`config.mk`:
```
export PLATFORM = sky130hd
export DESIGN_NAME = cpba_arbiter
export DESIGN_NICKNAME = d
export VERILOG_FILES = /design/src/rtl/cpba_pkg.sv /design/src/rtl/cpba_arbiter.sv
export SDC_FILE = /design/constraint.sdc
export NUM_CORES = 1
export LEC_CHECK = 0
export BUFFER_PORTS_ARGS = -buffer_cell sky130_fd_sc_hd__buf_2
export CORE_ASPECT_RATIO = 1.2
export CORE_UTILIZATION = 56
export CTS_CLUSTER_DIAMETER = 80
export DETAILED_ROUTE_END_ITERATION = 8
export GPL_TIMING_DRIVEN = 0
export PLACE_DENSITY = 0.81
export RECOVER_POWER = 50
export SETUP_SLACK_MARGIN = 0.05
export SYNTH_ARGS = -nofsm -noshare
export SYNTH_HDL_FRONTEND = slang
export SYNTH_SLANG_ARGS = --single-unit
```
`constraint.sdc`:
```
create_clock -name CLOCK_I -period 5.4 [get_ports CLOCK_I]
set_input_delay 0.81 -clock CLOCK_I [delete_from_list [all_inputs] [get_ports CLOCK_I]]
set_output_delay 0.81 -clock CLOCK_I [all_outputs]
set_load 0.02 [all_outputs]
```
`src/rtl/cpba_pkg.sv`:
```
package cpba_pkg;
  // ==========================================
  // cluster geometry
  localparam int CPBA_NUM_AGENTS = 4; // agents sharing the bus
  localparam int CPBA_ID_W = 2; // width of an agent number
  typedef logic [CPBA_ID_W-1:0] cpba_id_t; // agent number
  typedef logic [CPBA_NUM_AGENTS-1:0] cpba_vec_t; // one bit per agent
  // ==========================================
  // values after reset
  localparam cpba_id_t CPBA_ID_RST = 2'h0; // agent number before strap
  localparam cpba_id_t CPBA_LAST_RST = 2'h3; // rotation starts at agent 0
  localparam cpba_vec_t CPBA_LINES_RST = 4'hF; // shared lines idle high
  localparam logic CPBA_LINE_IDLE = 1'h1; // released open-drain level
endpackage
```
`src/rtl/cpba_arbiter.sv`:
```
`timescale 1ns/1ps
// ==========================================
// per-agent distributed bus arbitration
module cpba_arbiter (
  input wire logic CLOCK_I,
  input wire logic NRST_I,
  input wire cpba_pkg::cpba_id_t AGENT_ID_I, // static strap
  input wire logic CORE_REQ_I, // core needs the bus
  input wire logic DMA_REQ_I, // dma transfer pending
  input wire logic DMA_HIPRI_I, // pending dma is high priority
  input wire logic TXN_ACTIVE_I, // own transaction in progress
  input wire cpba_pkg::cpba_vec_t BR_N_I, // all request lines, low active
  input wire logic CPA_N_I, // shared core-priority line level
  input wire logic DPA_N_I, // shared dma-priority line level
  output logic BR_N_O, // own request line
  output logic CPA_N_O, // core-priority drive value
  output logic CPA_OE_N_O, // core-priority enable, low drives
  output logic DPA_N_O, // dma-priority drive value
  output logic DPA_OE_N_O, // dma-priority enable, low drives
  output logic BM_N_O, // bus-master indicator
  output logic GRANT_O // own logic may use the bus
);
  import cpba_pkg::*;

  // ==========================================
  // state
  cpba_id_t id_reg; // captured agent number
  logic id_ok_reg; // strap captured
  cpba_vec_t br_meta_reg, br_sync_n_reg; // request line synchroniser
  logic cpa_meta_reg, cpa_sync_n_reg; // core-priority synchroniser
  logic dpa_meta_reg, dpa_sync_n_reg; // dma-priority synchroniser
  logic br_drive_reg, cpa_drive_reg, dpa_drive_reg; // own line drives
  cpba_id_t owner_reg, owner_next; // current master
  logic owner_valid_reg, owner_valid_next; // some agent owns the bus
  cpba_id_t last_reg, last_next; // previous master for rotation
  logic bm_n_reg; // registered master indicator

  // ==========================================
  // decode of sampled lines
  wire cpba_vec_t br_act = ~br_sync_n_reg; // active requesters
  wire cpa_line = ~cpa_sync_n_reg; // core-priority seen
  wire dpa_line = ~dpa_sync_n_reg; // dma-priority seen
  wire other_cpa = cpa_line & ~cpa_drive_reg; // someone else has core priority
  wire other_dpa = dpa_line & ~dpa_drive_reg; // someone else has dma priority
  wire granted = owner_valid_reg & (owner_reg == id_reg) & id_ok_reg; // we own
  wire hold = granted & TXN_ACTIVE_I; // keep bus to finish transaction
  wire dma_allowed = ~other_cpa & (DMA_HIPRI_I | ~other_dpa); // back-off terms
  wire owner_keeps = owner_valid_reg & br_act[owner_reg]; // master still requests
  // rotation counts from the master now letting go, or from the
  // last master when the bus sat parked, so the agent after the
  // releasing core master is served before an interrupted one
  wire cpba_id_t rot_base = owner_valid_reg ? owner_reg : last_reg;
  cpba_id_t pick; // next master by rotation
  logic pick_ok; // any requester seen

  // own request lines
  wire br_next = id_ok_reg & (hold | CORE_REQ_I | (DMA_REQ_I & dma_allowed));
  wire cpa_next = id_ok_reg & (CORE_REQ_I | (cpa_drive_reg & hold));
  wire dpa_next = id_ok_reg & ~CORE_REQ_I & DMA_REQ_I & DMA_HIPRI_I &
                  (~other_cpa | (dpa_drive_reg & hold));

  // ==========================================
  // rotating pick, first requester after the rotation base
  // the base itself is scanned first and any later hit overrides it, so a lone releasing master
  // can still win again when nobody else asks
  always_comb begin
    pick = rot_base;
    pick_ok = 1'b0;
    for (int k = CPBA_NUM_AGENTS; k >= 1; k--) begin
      // scan downward so the nearest successor is kept
      if (br_act[CPBA_ID_W'((int'(rot_base) + k) % CPBA_NUM_AGENTS)]) begin
        pick = CPBA_ID_W'((int'(rot_base) + k) % CPBA_NUM_AGENTS);
        pick_ok = 1'b1;
      end
    end
  end

  // ownership update, same in every agent
  always_comb begin
    owner_next = owner_reg;
    owner_valid_next = owner_valid_reg;
    last_next = last_reg;
    if (owner_keeps) begin
      // master keeps bus until its request drops
      owner_valid_next = 1'b1;
    end else if (pick_ok) begin
      // hand over by rotation from sampled lines
      owner_next = pick;
      owner_valid_next = 1'b1;
      // previous master becomes the rotation memory
      last_next = owner_valid_reg ? owner_reg : last_reg;
    end else begin
      // bus parked, remember last master
      owner_valid_next = 1'b0;
      last_next = owner_valid_reg ? owner_reg : last_reg;
    end
  end

  // ==========================================
  // strap capture after reset release
  always_ff @(posedge CLOCK_I or negedge NRST_I) begin
    if (!NRST_I) begin
      id_reg <= CPBA_ID_RST;
      id_ok_reg <= 1'b0;
    end else if (!id_ok_reg) begin
      id_reg <= AGENT_ID_I;
      id_ok_reg <= 1'b1;
    end
  end

  // two-stage synchronisers for shared pins
  always_ff @(posedge CLOCK_I or negedge NRST_I) begin
    if (!NRST_I) begin
      br_meta_reg <= CPBA_LINES_RST;
      br_sync_n_reg <= CPBA_LINES_RST;
      cpa_meta_reg <= CPBA_LINE_IDLE;
      cpa_sync_n_reg <= CPBA_LINE_IDLE;
      dpa_meta_reg <= CPBA_LINE_IDLE;
      dpa_sync_n_reg <= CPBA_LINE_IDLE;
    end else begin
      br_meta_reg <= BR_N_I;
      br_sync_n_reg <= br_meta_reg;
      cpa_meta_reg <= CPA_N_I;
      cpa_sync_n_reg <= cpa_meta_reg;
      dpa_meta_reg <= DPA_N_I;
      dpa_sync_n_reg <= dpa_meta_reg;
    end
  end

  // own line drives and ownership state
  always_ff @(posedge CLOCK_I or negedge NRST_I) begin
    if (!NRST_I) begin
      br_drive_reg <= 1'b0;
      cpa_drive_reg <= 1'b0;
      dpa_drive_reg <= 1'b0;
      owner_reg <= CPBA_ID_RST;
      owner_valid_reg <= 1'b0;
      last_reg <= CPBA_LAST_RST;
      bm_n_reg <= 1'b1;
    end else begin
      br_drive_reg <= br_next;
      cpa_drive_reg <= cpa_next;
      dpa_drive_reg <= dpa_next;
      owner_reg <= owner_next;
      owner_valid_reg <= owner_valid_next;
      last_reg <= last_next;
      bm_n_reg <= ~(owner_valid_next & (owner_next == id_reg) & id_ok_reg);
    end
  end

  // ==========================================
  // outputs
  assign BR_N_O = ~br_drive_reg; // low while requesting
  assign CPA_N_O = 1'b0; // open drain pulls low only
  assign CPA_OE_N_O = ~cpa_drive_reg;
  assign DPA_N_O = 1'b0; // open drain pulls low only
  assign DPA_OE_N_O = ~dpa_drive_reg;
  assign BM_N_O = bm_n_reg; // registered indicator
  assign GRANT_O = granted & br_drive_reg; // usable only while requesting
endmodule

```
==> results.py <==
metrics = {
    "run_status": {
        "run_status": "completed",
    },
    "clock_tree": {
        "clk-insertion-delay-late_ns": 0.30,
        "cts.repair.resized": 0,
        "htree_num_levels": 1,
        "clkTransAtPathRegs_ns": 0.12,
        "post_cts_setup_buffer_count": 0,
        "cts_buffers": 3,
        "tritoncts_clock_tree": "done",
        "holdBufCountCts": 0,
        "clk_root_buffer_cell": "clkbuf_4",
        "cts_max_path_buffers": 2,
        "cts.sinks": 24,
    },
    "logic_synthesis": {
        "synth_mux_area_share_pct": 11.4,
        "synth_seq_area_share_pct": 60.0,
        "cells_after_synth": 83,
        "synth-simple-area-share_pct": 13.2,
        "synth_top_family_by_area": "simple AND/OR/NAND/NOR gates",
        "synth_cell_type_count": 30,
        "postSynth.topFlopCell": "dfstp_2",
        "synthArstFlopShare_pct": 100,
        "synth.avg_cell_area_um2": 12.4,
        "synthXorXnorAreaFrac_pct": 3.39,
        "synth_compound_gate_area_share_pct": 7.15,
        "mappedNetlistArea_um2": 1030,
        "yosys_register_bits": 24,
        "yosysWarnings": 0,
        "number_of_synthesized_flops_with_an_enable_pin": 0,
        "synthAdderAreaFrac_pct": 0,
    },
    "power_and_ir_drop": {
        "vdd.ir_drop.worst_uv": 248,
        "p_per_area_nw_per_um2": 415,
        "total_leakage_power_nw": 0.541,
    },
    "worst_setup_path": {
        "timing.rr.end": "BM_N_O",
        "r2r_cells": 7,
        "critPathKind": "flop to primary output",
        "critPathCaptureType": "primary output",
        "worst_path_most_repeated_cell": "buf_2",
        "timing.reg2reg.setup_slack_ns": 3.39,
        "crit_path_max_incr_delay_ns": 0.38,
        "critical_path_arrival_ns": 1.49,
        "critPathMaxFanout": 7,
        "cp.buffers_inverters": 2,
        "timing.rr.start": "owner_valid_reg",
        "cpLargestDelayFamily": "flip-flops",
        "critical_path.cell_chain": "buf_2, xor2_1, nor4_1, buf_2",
        "timing.critical_path.slowest_stage_cell": "dfrtp_1",
        "critPathRequiredTime_ns": 4.59,
        "critPathLaunchType": "flop",
    },
    "timing": {
        "timing.final.crit_share_pct": 42.5,
        "finalMaxSlewViolations": 0,
        "skew_ns": 0.00581,
        "tns_ns": 0,
        "unrepaired_setup_endpoints_after_global_routing": "false",
        "hold_viol_final": 0,
        "timing_worst_slew_pin_value_ns": 1.20,
        "min_hold_slack_ns": 0.363,
        "final.min_clock_period_ns": 2.30,
        "max_slew_margin_pct": 20.1,
        "clock.fmax_ghz": 0.436,
        "setup_viol_count_final": 0,
    },
    "run": {
        "drv_cap": 0,
    },
    "worst_hold_path": {
        "worstHoldPathType": "flop to flop",
        "worstHoldPathCells": 0,
        "holdCritStartpoint": "br_meta_reg[0]",
        "timing.hold.worst_endpoint": "br_sync_n_reg[0]",
    },
    "die": {
        "io-pin-count": 21,
        "die_y_um": 49.0,
        "dieArea_um2": 2020,
        "placeableCoreArea_um2": 1680,
        "die_width_um": 41.2,
        "initial_utilization_pct": 61.4,
        "row_count": 16,
    },
    "cells_and_area": {
        "area.growth.synth_to_final_pct": 13.7,
        "multi_input_area_um2": 374,
        "n_antenna_cell": 0,
        "fin_nets": 121,
        "regArea_um2": 619,
        "num-fill-cells": 134,
        "fraction_of_final_layout_cells_with_drive_strength_greater_than_1_pct": 44.3,
    },
    "global_route": {
        "gr-usage-all-layers_pct": 19.6,
        "grt_first_pass_wirelength_um": 2650,
        "grt_start_max_net_pins": 25,
        "grt_pass1_vias": 648,
        "grt_overflow_total": 0,
        "antenna_found_initial": 0,
    },
    "routing": {
        "initialDrtViolationCount": 15,
        "drt_drc_violations_left": 0,
        "route.detailed.wl_per_inst_um": 13.4,
        "viasPerCell": 5.52,
        "ant_nets": 0,
        "drt_pass1_iterations": 4,
        "wl_um": 1670,
        "num_vias": 684,
    },
    "place": {
        "detailed_placement_hpwl_um": 1220,
        "place.gp.congestion": 0.810,
        "port-buffer-count": 18,
    },
}
worst max-delay path by stage:
stage | startpoint | end | slack (ns) | depth (start not counted)
2_1_floorplan | owner_reg[0] | GRANT_O | 3.22 | 3
3_3_place_gp | owner_reg[0] | GRANT_O | 3.44 | 4
3_5_place_dp | owner_valid_reg | BM_N_O | 3.38 | 7
4_1_cts | owner_reg[0] | GRANT_O | 3.09 | 4
5_1_grt | owner_reg[0] | GRANT_O | 2.97 | 4
6_report | owner_reg[0] | GRANT_O | 3.10 | 4
power by group:
| group | internal (mW) | leakage, nW | switching, mW |
|---|---|---|---|
| sequential | 0.218 | 0.265 | 0.0192 |
| clock | 0.0288 | 0.0150 | 0.0478 |
| combinational | 0.0803 | 0.261 | 0.0933 |
metal layers:
metal  global-route usage [%]  vias to the layer above  part of all wire, %
met5                        0                        -                    0
li1                         -                      329                    -
met1                     25.3                      324                   42
met4                     8.06                        0                  2.0
met2                     30.7                       26                   52
met3                     4.11                        5                  4.6
metrics by stage:
| step | setup WS (ns) | total power [mW] | area (um2) | util (%) | cells |
|---|---|---|---|---|---|
| 2_1_floorplan | 3.22 | 0.372 | 1040 | - | 84 |
| 3_3_place_gp | 3.44 | 0.403 | 1150 | 68.3 | 120 |
| 3_5_place_dp | 3.38 | 0.411 | 1150 | 68.3 | 120 |
| 4_1_cts | 3.09 | 0.490 | 1170 | 69.9 | 124 |
| 5_1_grt | 2.97 | 0.519 | 1170 | 69.8 | 124 |
| 6_report | 3.10 | 0.487 | 1170 | 69.8 | 124 |
cells in the mapped netlist (all sizes together), types with 3 or more instances:
master  instances  area share [%]
mux2i           5             4.8
o21ai           4             1.9
buf             4             2.7
inv             4             1.5
nor2            6             2.2
dfstp          15              38
xor2            4             3.4
dfrtp           9              22
nand2           4             1.5
mux2            4             4.4
a21oi           3             1.5
layout make-up:
| cell class | count | share of cell area, % |
|---|---|---|
| Tap cell | 18 | 1.92 |
| Clock buffer | 4 | 2.24 |
| Sequential cell | 24 | 52.8 |
| Multi-Input combinational cell | 52 | 31.9 |
| Buffer | 4 | 2.35 |
| Inverter | 4 | 1.28 |
| Timing Repair Buffer | 18 | 7.57 |
placed cells by master (no fill, tap or decap), types with 2 or more instances in the layout:
cell type / n
a21oi_1: 3
buf_4: 3
nand4_1: 2
inv_1: 3
mux2i_1: 5
mux2_2: 4
xor2_1: 4
clkbuf_4: 3
dfrtp_1: 9
nor3_1: 2
buf_2: 18
nand2_1: 4
clkbuf_1: 2
dfstp_2: 15
nor2_1: 6
conb_1: 3
o21ai_0: 4
and3_1: 2
cells by family after synthesis:
group	Yosys count
AO/OA/AOI/OAI	11
XOR/XNOR	4
AND/OR/NAND/NOR	24
multiplexers	10
buffers and inverters	8
other	2
flip-flops	24
Power figures use the tool's default switching activity.
